[config.mk]
export PLATFORM = sky130hd
export DESIGN_NAME = gpbcs_top
export DESIGN_NICKNAME = d
export VERILOG_FILES = /design/src/include/gpbcs_pkg.sv /design/src/logic/gpbcs_top.sv /design/src/logic/gpbcs_sync.sv
export VERILOG_INCLUDE_DIRS = /design/src /design/src/include
export SDC_FILE = /design/constraint.sdc
export NUM_CORES = 1
export LEC_CHECK = 0
export BUFFER_PORTS_ARGS = -buffer_cell sky130_fd_sc_hd__clkbuf_2
export CORE_AREA = 8 8 129 131
export DETAILED_ROUTE_END_ITERATION = 8
export DIE_AREA = 0 0 137 139
export HOLD_SLACK_MARGIN = 0.05
export PLACE_DENSITY_LB_ADDON = 0.1
export SLEW_MARGIN = 0
export SYNTH_ARGS = -nofsm -noshare
export SYNTH_HDL_FRONTEND = slang
export SYNTH_SLANG_ARGS = --single-unit
[constraint.sdc]
create_clock -name REF_CLK -period 8.54 [get_ports REF_CLK]
set_input_delay 1.708 -clock REF_CLK [delete_from_list [all_inputs] [get_ports REF_CLK]]
set_output_delay 1.708 -clock REF_CLK [all_outputs]
set_load 0.03 [all_outputs]
[src/include/gpbcs_defs.svh]
`ifndef GPBCS_DEFS_SVH
`define GPBCS_DEFS_SVH
// ----------------------------------------
// Register indices; byte address = index * 4.
// ----------------------------------------
`define GPBCS_WIDTH_IDX 14'h0C01
`define GPBCS_TIMING_IDX 14'h0C08
`define GPBCS_STATUS_IDX 14'h0C09
// ----------------------------------------
// Reset values.
// ----------------------------------------
`define GPBCS_WIDTH_RST 8'h00
`define GPBCS_TIMING_RST 12'h210
`define GPBCS_SYNC_RST 3'h7
// ----------------------------------------
// Field positions of the timing and status registers.
// ----------------------------------------
`define GPBCS_TIM_OFF 3:0
`define GPBCS_TIM_PW 7:4
`define GPBCS_TIM_REC 11:8
`define GPBCS_ST_BUSY 0
`define GPBCS_ST_HALF 1
`define GPBCS_ST_READY 2
`define GPBCS_ST_WAIT 3
`endif

[src/include/gpbcs_pkg.sv]
// ----------------------------------------
// Types shared by the bus cycle controller.
// ----------------------------------------
package gpbcs_pkg;
   // Phases of one external bus cycle.
   typedef enum logic [1:0] {
      GPBCS_IDLE,
      GPBCS_OFFSET,
      GPBCS_PULSE,
      GPBCS_RECOVER
   } gpbcs_state_e;

   // One access request from the CPU side.
   typedef struct packed {
      logic write;
      logic mem;
      logic [2:0] cs;
      logic addr_lsb;
      logic byte_high_enable_n;
      logic [15:0] wdata;
   } gpbcs_req_s;
endpackage

[src/logic/gpbcs_top.sv]
// How it works
// - Byte access of byte port uses low lanes.
// - Memory targets use memory strobes instead.
// - Halfword access of halfword port uses sixteen lanes.
// - Halfword from byte port reports byte width.
// - Word from byte port reports byte width.
// - Word from halfword port reports halfword width.
// - Byte-high enable and address bit pick lanes.
// - Each chip select has programmed port width.
// - Wide request pin makes width halfword.
// - Halfword if programmed or requested, else byte.
// - Wide request never changes cycle timing.
// - Wide request shares ready sampling deadline.
// - Programmed offset delays command strobes.
// - Ready never shortens the programmed strobe.
// - Each ready-low cycle after the programmed width adds one wait.
// - Strobe ends after width and synchronized ready.
// - Interrupt lines bypass the controller.
`timescale 1ns/100ps
`default_nettype none
`include "gpbcs_defs.svh"
module gpbcs_top (
   input wire logic REF_CLK,
   input wire logic RST_N,
   input wire logic [15:0] AV_ADDRESS,
   input wire logic AV_READ,
   input wire logic AV_WRITE,
   input wire logic [31:0] AV_WRITEDATA,
   input wire logic [3:0] AV_BYTEENABLE,
   output logic [31:0] AV_READDATA,
   output logic AV_WAITREQUEST,
   input wire logic CPU_REQ_VALID,
   input wire gpbcs_pkg::gpbcs_req_s CPU_REQ_INFO,
   output logic CPU_REQ_READY,
   output logic CPU_DONE,
   output logic [15:0] CPU_RDATA,
   output logic CPU_BYTE_SIZE_N,
   output logic CPU_HALF_SIZE_N,
   output logic [7:0] EXT_CS_N,
   output logic EXT_ADDR_LSB,
   output logic BYTE_HIGH_ENABLE_N,
   output logic IO_READ_STROBE_N,
   output logic IO_WRITE_STROBE_N,
   output logic MEM_READ_STROBE_N,
   output logic MEM_WRITE_STROBE_N,
   input wire logic [15:0] EXT_DATA_BUS_I,
   output logic [15:0] EXT_DATA_BUS_O,
   output logic [15:0] EXT_DATA_BUS_OE,
   input wire logic IO_WIDE_REQUEST_N,
   input wire logic MEM_WIDE_REQUEST_N,
   input wire logic EXT_READY,
   input wire logic [10:0] EXT_IRQ_LINES,
   output logic [10:0] PIC_IRQ_LINES
);
   import gpbcs_pkg::*;

   // ----------------------------------------
   // Reset release and input synchronizer
   // ----------------------------------------
   logic [1:0] rst_pipe_q;
   logic rst_n_s;
   logic [2:0] pin_s;
   logic ready_s;
   logic wide_s;

   // Reset asserts at once and releases after two edges.
   always_ff @(posedge REF_CLK or negedge RST_N) begin
      if (!RST_N) begin
         rst_pipe_q <= 2'h0;
      end else begin
         rst_pipe_q <= {rst_pipe_q[0], 1'b1};
      end
   end
   assign rst_n_s = rst_pipe_q[1];

   // Ready and both wide pins share one path, so one deadline applies.
   gpbcs_sync i_gpbcs_sync (
      .clk(REF_CLK),
      .rst_n(rst_n_s),
      .d({EXT_READY, IO_WIDE_REQUEST_N, MEM_WIDE_REQUEST_N}),
      .q(pin_s)
   );
   assign ready_s = pin_s[2];
   assign wide_s = !pin_s[1] || !pin_s[0];

   // Interrupt lines go straight to the interrupt controller.
   assign PIC_IRQ_LINES = EXT_IRQ_LINES;

   // ----------------------------------------
   // Register file on the Avalon slave
   // ----------------------------------------
   logic [7:0] width_q;
   logic [7:0] width_d;
   logic [11:0] timing_q;
   logic [11:0] timing_d;
   logic ack_q;
   logic ack_d;
   logic [31:0] rd_q;
   logic [31:0] rd_d;
   logic [31:0] status;
   logic av_req;
   logic waited_q;
   logic half_n_q;
   gpbcs_state_e state_q;

   assign av_req = AV_READ || AV_WRITE;
   // Every access waits exactly one cycle.
   assign AV_WAITREQUEST = av_req && !ack_q;
   assign AV_READDATA = rd_q;

   // Status shows the cycle engine's state and the synchronized ready pin.
   always_comb begin
      status = 32'h0000_0000;
      status[`GPBCS_ST_BUSY] = (state_q != GPBCS_IDLE);
      status[`GPBCS_ST_HALF] = !half_n_q;
      status[`GPBCS_ST_READY] = ready_s;
      status[`GPBCS_ST_WAIT] = waited_q;
   end

   // Decode, byte-lane writes and read data capture.
   always_comb begin
      width_d = width_q;
      timing_d = timing_q;
      rd_d = rd_q;
      ack_d = av_req && !ack_q;
      if (av_req && !ack_q && AV_READ) begin
         case (AV_ADDRESS)
            {`GPBCS_WIDTH_IDX, 2'b00}: rd_d = {24'h00_0000, width_q};
            {`GPBCS_TIMING_IDX, 2'b00}: rd_d = {20'h0_0000, timing_q};
            {`GPBCS_STATUS_IDX, 2'b00}: rd_d = status;
            default: rd_d = 32'h0000_0000;
         endcase
      end
      if (ack_q && AV_WRITE) begin
         if (AV_ADDRESS == {`GPBCS_WIDTH_IDX, 2'b00} && AV_BYTEENABLE[0]) begin
            width_d = AV_WRITEDATA[7:0];
         end
         if (AV_ADDRESS == {`GPBCS_TIMING_IDX, 2'b00}) begin
            if (AV_BYTEENABLE[0]) begin
               timing_d[7:0] = AV_WRITEDATA[7:0];
            end
            if (AV_BYTEENABLE[1]) begin
               timing_d[11:8] = AV_WRITEDATA[11:8];
            end
         end
      end
   end

   // Register group for the slave.
   always_ff @(posedge REF_CLK or negedge rst_n_s) begin
      if (!rst_n_s) begin
         width_q <= `GPBCS_WIDTH_RST;
         timing_q <= `GPBCS_TIMING_RST;
         ack_q <= 1'b0;
         rd_q <= 32'h0000_0000;
      end else begin
         width_q <= width_d;
         timing_q <= timing_d;
         ack_q <= ack_d;
         rd_q <= rd_d;
      end
   end

   // ----------------------------------------
   // External bus cycle engine
   // ----------------------------------------
   gpbcs_state_e state_d;
   gpbcs_req_s req_q;
   gpbcs_req_s req_d;
   logic [11:0] lat_q;
   logic [11:0] lat_d;
   logic [3:0] cnt_q;
   logic [3:0] cnt_d;
   logic prog16_q;
   logic prog16_d;
   logic wide_q;
   logic wide_d;
   logic waited_d;
   logic done_q;
   logic done_d;
   logic [15:0] rdata_q;
   logic [15:0] rdata_d;
   logic byte_n_q;
   logic byte_n_d;
   logic half_n_d;
   logic [15:0] dout_q;
   logic [15:0] dout_d;
   logic [15:0] oe_q;
   logic [15:0] oe_d;
   logic wide16_now;
   logic wide16_nx;
   logic odd8;
   logic strobe_on;
   logic cyc_on;

   // Port width is halfword when programmed or requested.
   assign wide16_now = prog16_q || wide_q || wide_s;

   // Phase sequencing, width sampling and lane steering.
   always_comb begin
      state_d = state_q;
      req_d = req_q;
      lat_d = lat_q;
      cnt_d = cnt_q;
      prog16_d = prog16_q;
      wide_d = wide_q;
      waited_d = waited_q;
      done_d = 1'b0;
      rdata_d = rdata_q;
      byte_n_d = byte_n_q;
      half_n_d = half_n_q;
      odd8 = req_q.byte_high_enable_n && req_q.addr_lsb;
      case (state_q)
         GPBCS_IDLE: begin
            if (CPU_REQ_VALID) begin
               req_d = CPU_REQ_INFO;
               lat_d = timing_q;
               prog16_d = width_q[CPU_REQ_INFO.cs];
               cnt_d = timing_q[`GPBCS_TIM_OFF];
               wide_d = 1'b0;
               waited_d = 1'b0;
               state_d = GPBCS_OFFSET;
            end
         end
         GPBCS_OFFSET: begin
            wide_d = wide_q || wide_s;
            if (cnt_q == 4'h0) begin
               state_d = GPBCS_PULSE;
               cnt_d = lat_q[`GPBCS_TIM_PW];
            end else begin
               cnt_d = cnt_q - 4'h1;
            end
         end
         GPBCS_PULSE: begin
            wide_d = wide_q || wide_s;
            if (cnt_q != 4'h0) begin
               cnt_d = cnt_q - 4'h1;
            end else if (!ready_s) begin
               waited_d = 1'b1;
            end else begin
               state_d = GPBCS_RECOVER;
               cnt_d = lat_q[`GPBCS_TIM_REC];
               done_d = 1'b1;
               half_n_d = !wide16_now;
               byte_n_d = wide16_now;
               if (wide16_now) begin
                  rdata_d = EXT_DATA_BUS_I;
               end else if (odd8) begin
                  rdata_d = {EXT_DATA_BUS_I[7:0], 8'h00};
               end else begin
                  rdata_d = {8'h00, EXT_DATA_BUS_I[7:0]};
               end
            end
         end
         GPBCS_RECOVER: begin
            if (cnt_q == 4'h0) begin
               state_d = GPBCS_IDLE;
            end else begin
               cnt_d = cnt_q - 4'h1;
            end
         end
         default: begin
            state_d = GPBCS_IDLE;
         end
      endcase
      // Write lanes follow byte-high enable, address bit and width.
      wide16_nx = prog16_d || wide_d;
      oe_d = 16'h0000;
      dout_d = dout_q;
      if ((state_d == GPBCS_OFFSET || state_d == GPBCS_PULSE) && req_d.write) begin
         if (!req_d.byte_high_enable_n && (wide16_nx || req_d.addr_lsb)) begin
            oe_d[15:8] = 8'hFF;
         end
         if (req_d.byte_high_enable_n || !req_d.addr_lsb) begin
            oe_d[7:0] = 8'hFF;
         end
         dout_d[15:8] = req_d.wdata[15:8];
         if (req_d.byte_high_enable_n && req_d.addr_lsb) begin
            dout_d[7:0] = req_d.wdata[15:8];
         end else begin
            dout_d[7:0] = req_d.wdata[7:0];
         end
      end
   end

   // Register group for the cycle engine.
   always_ff @(posedge REF_CLK or negedge rst_n_s) begin
      if (!rst_n_s) begin
         state_q <= GPBCS_IDLE;
         req_q <= '0;
         lat_q <= `GPBCS_TIMING_RST;
         cnt_q <= 4'h0;
         prog16_q <= 1'b0;
         wide_q <= 1'b0;
         waited_q <= 1'b0;
         done_q <= 1'b0;
         rdata_q <= 16'h0000;
         byte_n_q <= 1'b1;
         half_n_q <= 1'b1;
         dout_q <= 16'h0000;
         oe_q <= 16'h0000;
      end else begin
         state_q <= state_d;
         req_q <= req_d;
         lat_q <= lat_d;
         cnt_q <= cnt_d;
         prog16_q <= prog16_d;
         wide_q <= wide_d;
         waited_q <= waited_d;
         done_q <= done_d;
         rdata_q <= rdata_d;
         byte_n_q <= byte_n_d;
         half_n_q <= half_n_d;
         dout_q <= dout_d;
         oe_q <= oe_d;
      end
   end

   // CPU side answers and external pins.
   assign CPU_REQ_READY = (state_q == GPBCS_IDLE);
   assign CPU_DONE = done_q;
   assign CPU_RDATA = rdata_q;
   assign CPU_BYTE_SIZE_N = byte_n_q;
   assign CPU_HALF_SIZE_N = half_n_q;
   assign EXT_ADDR_LSB = req_q.addr_lsb;
   assign BYTE_HIGH_ENABLE_N = req_q.byte_high_enable_n;
   assign EXT_DATA_BUS_O = dout_q;
   assign EXT_DATA_BUS_OE = oe_q;
   assign strobe_on = (state_q == GPBCS_PULSE);
   assign cyc_on = (state_q == GPBCS_OFFSET) || strobe_on;
   // Memory targets swap the strobe pair, timing unchanged.
   assign IO_READ_STROBE_N = !(strobe_on && !req_q.write && !req_q.mem);
   assign IO_WRITE_STROBE_N = !(strobe_on && req_q.write && !req_q.mem);
   assign MEM_READ_STROBE_N = !(strobe_on && !req_q.write && req_q.mem);
   assign MEM_WRITE_STROBE_N = !(strobe_on && req_q.write && req_q.mem);

   // One chip select per channel, active through offset and pulse.
   for (genvar i = 0; i < 8; i++) begin : g_cs
      assign EXT_CS_N[i] = !(cyc_on && (req_q.cs == 3'(i)));
   end

   // ----------------------------------------
   // Checks
   // ----------------------------------------
   logic [4:0] off_len_q;
   logic [4:0] str_len_q;
   logic any_io;

   // Cycle-length counters used only by the checks.
   always_ff @(posedge REF_CLK or negedge rst_n_s) begin
      if (!rst_n_s) begin
         off_len_q <= 5'h00;
         str_len_q <= 5'h00;
      end else if (state_q == GPBCS_IDLE) begin
         off_len_q <= 5'h00;
         str_len_q <= 5'h00;
      end else begin
         off_len_q <= off_len_q + 5'(state_q == GPBCS_OFFSET);
         str_len_q <= str_len_q + 5'(strobe_on && str_len_q != 5'h1F);
      end
   end
   assign any_io = !IO_READ_STROBE_N || !IO_WRITE_STROBE_N;
endmodule // gpbcs_top
`default_nettype wire

[src/logic/gpbcs_sync.sv]
`timescale 1ns/100ps
`default_nettype none
`include "gpbcs_defs.svh"
// ----------------------------------------
// Two-stage synchronizer for ready and the two wide request pins.
// ----------------------------------------
module gpbcs_sync (
   input wire logic clk,
   input wire logic rst_n,
   input wire logic [2:0] d,
   output logic [2:0] q
);
   logic [2:0] meta_q;
   logic [2:0] meta_d;
   logic [2:0] sync_q;
   logic [2:0] sync_d;

   // The first stage feeds only the second stage.
   always_comb begin
      meta_d = d;
      sync_d = meta_q;
   end

   // Both stages idle high, which reads as ready and not wide.
   always_ff @(posedge clk or negedge rst_n) begin
      if (!rst_n) begin
         meta_q <= `GPBCS_SYNC_RST;
         sync_q <= `GPBCS_SYNC_RST;
      end else begin
         meta_q <= meta_d;
         sync_q <= sync_d;
      end
   end

   assign q = sync_q;
endmodule // gpbcs_sync
`default_nettype wire

# Yosys cells after proc, flatten, opt, wreduce, memory -nomap -nowiden
# Cells that the tools add are included.
# totals
register_bits	156
in_bits	110
out_inout_bits	110
word_cells	150
# classes
addsub	1
n_lt_le_gt_ge	1
eq_ne	20
n_mux	34
n_bitwise	1
reduce_logical	67
# ops
op	count
16-bit by 14-bit equality test with 1-bit output (second input constant)	3
16-bit two-way mux	3
23-bit two-way mux	2
12-bit case mux with 3 select lines	1
8-bit two-way mux	3
1-bit logical AND	22
1-bit logical NOT	21
4-bit two-way mux	5
4-bit case mux with 4 select lines	1
3-bit equality test (second input constant)	4
3-bit AND reduction	4
1-bit logical OR	10
1-bit two-way mux	10
2-bit two-way mux	5
2-bit != test (second input constant)	4
2-bit case mux with 4 select lines	1
2-bit equality test (second input constant)	3
3-bit by 2-bit equality test with 1-bit output (second input constant)	2
2-bit by 1-bit equality test with 1-bit output (second input constant)	2
4-bit logical NOT	1
3-bit by 4-bit < comparator with 1-bit output (second input constant)	1
1-bit case mux with 2 select lines	2
2-bit AND reduction	2
4-bit AND reduction	1
other kinds (10)	11

# Longest topological paths before layout
# depth
word_depth	9
mapped_depth	9
ltp_nobuf	7

# Modules after synthesis
# A second synthesis with hierarchy kept.
# unflattened
hier_cells	439
hier_area_um2	5574.1
# modules_own_cells
mod	n_inst	cells_each	area_each_um2
gpbcs_top	1	433	5416.4
gpbcs_sync	1	6	157.7

# Worst setup path after synthesis
# OpenSTA, ideal clock, no wires.
# synth_path
path_type	input -> output
from	input AV_WRITE
to	output AV_WAITREQUEST
t_arrival_ns	2.160
required_ns	6.832
setup_slack_ns	4.672
stages	2
cell_sequence	nor2_1 -> nor2_1
# synth_between
elab_chain_len	2
# synth_rtl
item	line_no	text
start: declaration	gpbcs_top.sv:27	input wire logic AV_WRITE,
1-bit logical OR	gpbcs_top.sv:106	assign av_req = AV_READ || AV_WRITE;
1-bit logical AND	gpbcs_top.sv:108	assign AV_WAITREQUEST = av_req && !ack_q;
end: declaration	gpbcs_top.sv:31	output logic AV_WAITREQUEST,
# Every way passes these cells.

# Worst setup path after layout
# layout_path
from	input CPU_REQ_VALID
to	register dout_q[1], in the netlist EXT_DATA_BUS_O[1]
# layout_between
elab_chain_len	5
# layout_rtl
item	line_no	text
start: declaration	gpbcs_top.sv:32	input wire logic CPU_REQ_VALID,
2-bit two-way mux	gpbcs_top.sv:215	if (CPU_REQ_VALID) begin
2-bit case mux with 4 select lines	gpbcs_top.sv:213	case (state_q)
2-bit by 1-bit equality test with 1-bit output / 2-bit equality test (equally long branches)	gpbcs_top.sv:270	if ((state_d == GPBCS_OFFSET || state_d == GPBCS_PULSE) && req_d.write) begin
1-bit logical OR	gpbcs_top.sv:270	
1-bit logical AND	gpbcs_top.sv:270	
end signal: assignment	gpbcs_top.sv:314	dout_q <= dout_d;
end: declaration	gpbcs_top.sv:186	logic [15:0] dout_q;
# Several ways; a longest one is shown, not always the timed one.
# A chain may end at the register's enable or synchronous reset.

==> impl_results.md <==
* Pin count of the biggest net entering global routing at 71
* Root Buffer: clkbuf_16
* Critical path origin: CPU_REQ_VALID
* Top Family by Delay on Critical Path: simple AND/OR/NAND/NOR gates
* CTS clk-pin slew, worst paths at 0.05 ns
* Routed len/inst at 17.4 µm
* Final Hold Violating Endpoints at 0
* CTS Sinks at 118
* CP required at 8.83 ns
* Vias in the first global route at 4344
* Synth top area share at 46.6%
* Post-synth top flop: dfrtp_1
* EDFF count, synth at 0
* Fmax at 238 MHz
* Clock Path Buffers at 2
* Relative slew slack at 25.6%
* TritonCTS Buffers at 17
* Hold buffers post-CTS at 0
* Layout fillers at 1377
* # setup viols final at 0
* Pwr Density at 378 mW/mm²
* Clock latency on the worst-skew pair at 0.41 ns
* Die Wd at 137 µm
* RSZ-0062 raised after global routing: no
* Crit path to: EXT_DATA_BUS_O[1]$_DFFE_PN0P_
* CP Depth at 7
* Fin nets at 724
* Syn_area_per_cell at 12.0 µm²
* CTS tree: yes
* DRC errors left at 0
* Total core area at 0.0148 mm²
* Min Tclk post-route at 4.20 ns
* Post-layout util at 47.7%
* Slew Limit Fails at 0
* Detailed Place HPWL at 10500 µm
* Detailed Route Iter0 Violations at 161
* Period utilization at 49.2%
* Overflow after GRT at 0
* CP cell instances: clkbuf_2 -> and2_2 -> mux2i_1 -> buf_4 -> a211oi_2 -> nand2_1 -> a32o_1
* MaxCap Viol Count at 0
* CP max-delay cell: and2_2
* FF-to-FF Start: state_q[0]$_DFF_PN0_
* Vias per cell at 5.04
* Final Skew at 0.00886 ns
* Number of H-tree levels at 4
* Biggest area consumer among synthesized cells: dfrtp_1
* HP Class: flip-flop to async pin
* GRT Overall Usage at 15.0%
* Synth top area cells: dfrtp_1 (47%), mux2_2 (10%), buf_4 (6.1%)
* Die Y at 139 µm
* Ratio of cells with drive above 1 in the final layout at 43.7%
* Cell area after synthesis at 0.00569 mm²
* # rows at 45
* Fin worst setup slack at 4.34 ns
* R2r setup slk at 4.48 ns
* Crit. End Element: flip-flop
* Seq cells post-synth at 118
* Initial antenna violation count at 0
* Post-CTS Resized at 0
* Number of buffer and inverter stages on the critical path at 2
* Area taken by multi-input logic gates at 0.00234 mm²
* N_diodes at 0
* Arr. time, crit path at 4.49 ns
* Setup Crit Path Kind: input port to flip-flop
* Synth async-reset ratio at 100%
* Port Buffers at 155
* Worst-margin pin slew at 1.11 ns
* Dpl ws at 3.93 ns
* I/O pins at 220
* Post-CTS Setup Bufs at 0
* Run status: complete, no violations
* Register Area at 0.00297 mm²
* Final ANT Viol Nets at 0
* Die area at 0.0190 mm²
* Worst VDD drop at 0.151 mV
* CP Max Fanout at 35
* Synth warn at 0
* R2R Path End: EXT_DATA_BUS_O[1]$_DFFE_PN0P_
* Worst r2r path cells at 8
* Vias at 4072
* Slowest stage delay, CP at 0.85 ns
* Netlist cell types at 50
* Fin Setup TNS at 0 ns
* Startpoint class of the critical path: input port
* Leakage at 3.37 nW
* Area delta synth->final at 23.5%
* Drt pass-1 iters at 4
* Cell count after synthesis at 475
* Final WL at 14100 µm
* Starting Density at 38.6%
* First-pass GRT wire length at 22400 µm
* Placer Congestion at 0.735
* Seq/Total Area, Yosys at 52.1%
==> placed cells by master (no fill, tap or decap), types with 10 or more instances in the layout <==
cell type,netlist,routed
mux2_2,53,53
nor2_1,20,20
inv_1,10,10
clkbuf_16,0,17
mux4_2,10,10
a22oi_1,28,28
dfstp_2,12,12
conb_1,2,21
clkbuf_2,0,155
a21oi_1,14,14
dfrtp_1,106,105
nand2_1,32,32
a22o_1,12,12
o21ai_0,16,16
==> worst register-to-register path: stages, from the launching register on <==
cell,delay [ns]
dfrtp_1,0.44
inv_1,0.14
ha_1,0.62
and2_2,0.96
mux2i_1,0.21
buf_4,0.24
a211oi_2,0.58
nand2_1,0.38
a32o_1,0.37
==> worst min path at each step <==
| stage | startpoint | end | slack [ns] | cells past startpoint |
|---|---|---|---|---|
| floorplan | rst_pipe_q[0]$_DFF_PN0_ | rst_pipe_q[1]$_DFF_PN0_ | 0.33 | 0 |
| global placement | rst_pipe_q[0]$_DFF_PN0_ | rst_pipe_q[1]$_DFF_PN0_ | 0.34 | 0 |
| detailed placement | rst_pipe_q[0]$_DFF_PN0_ | rst_pipe_q[1]$_DFF_PN0_ | 0.34 | 0 |
| CTS | i_gpbcs_sync.meta_q[2]$_DFF_PN1_ | i_gpbcs_sync.q[2]$_DFF_PN1_ | 0.35 | 0 |
| global route | i_gpbcs_sync.meta_q[2]$_DFF_PN1_ | i_gpbcs_sync.q[2]$_DFF_PN1_ | 0.36 | 0 |
| finish | rst_pipe_q[1]$_DFF_PN0_ | timing_q[2]$_DFFE_PN0P_ | 0.34 | 0 |
==> sequential cells by signal, summed over array words and instances (netlist names) <==
signal	cells
AV_READDATA	12
EXT_DATA_BUS_O	16
CPU_RDATA	16
rst_pipe_q	2
cnt_q	4
EXT_DATA_BUS_OE	2
lat_q	8
BYTE_HIGH_ENABLE_N	1
ack_q	1
i_gpbcs_sync.meta_q	3
width_q	8
state_q	2
wide_q	1
i_gpbcs_sync.q	3
EXT_ADDR_LSB	1
req_q	21
waited_q	1
CPU_DONE	1
CPU_BYTE_SIZE_N	1
prog16_q	1
timing_q	12
CPU_HALF_SIZE_N	1
==> Yosys cell counts (5+ instances only) <==
| library cell | count |
|---|---|
| dfrtp_1 | 106 |
| mux2_2 | 53 |
| buf_4 | 46 |
| nand2_1 | 32 |
| a22oi_1 | 28 |
| nor2_1 | 20 |
| o21ai_0 | 16 |
| a21oi_1 | 14 |
| a22o_1 | 12 |
| dfstp_2 | 12 |
| inv_1 | 10 |
| mux4_2 | 10 |
| and2_1 | 9 |
| a32o_1 | 8 |
| clkbuf_1 | 8 |
| nand3_1 | 8 |
| ha_1 | 7 |
| mux2i_1 | 7 |
| nor2b_1 | 7 |
| nor3_1 | 7 |
| buf_2 | 5 |
| o31ai_1 | 5 |
==> stage by stage <==
step	std cells	hold slack (ns)	instance area (µm²)	total power, mW
global placement	776	0.337	6370	1.86
CTS	808	0.355	7030	2.69
global route	808	0.363	7030	2.81
finish	808	0.340	7030	2.66
detailed placement	776	0.340	6370	1.89
floorplan	494	0.331	5760	1.65
==> report_power, final <==
part | internal (mW) | switching (mW)
Combinational | 0.386 | 0.655
Clock | 0.548 | 0.242
Sequential | 0.720 | 0.106
Total | 1.65 | 1.00
==> final cells by class <==
class | instances | area share [%]
clock inverters | 8 | 2.38
well taps | 188 | 3.35
repair buffers | 157 | 11.2
clock buffers | 24 | 6.99
flip-flops and latches | 118 | 42.3
multi-input cells | 303 | 33.2
inverters | 10 | 0.534
==> per-layer routing <==
metal	share of wire, %	global-route usage [%]	routed length (µm)
met1	44	18.8	6130
met5	0	0	0
met3	7.6	5.25	1070
met4	0.98	4.75	138
met2	48	23.5	6710
==> cell families (layout without fill, tap and decap cells) <==
logic type      Yosys count  after routing  share of synthesized area (%)
simple gates            106            106                           9.52
mux                      70             70                           15.7
compound gates           96             96                           12.3
other cells               2             21                          0.132
buf+inv                  73            199                           8.09
fa+ha+maj                 7              7                           1.54
flops                   118            118                           52.1
xor+xnor                  3              3                          0.594
No activity file was read; power rests on OpenSTA's default activity.
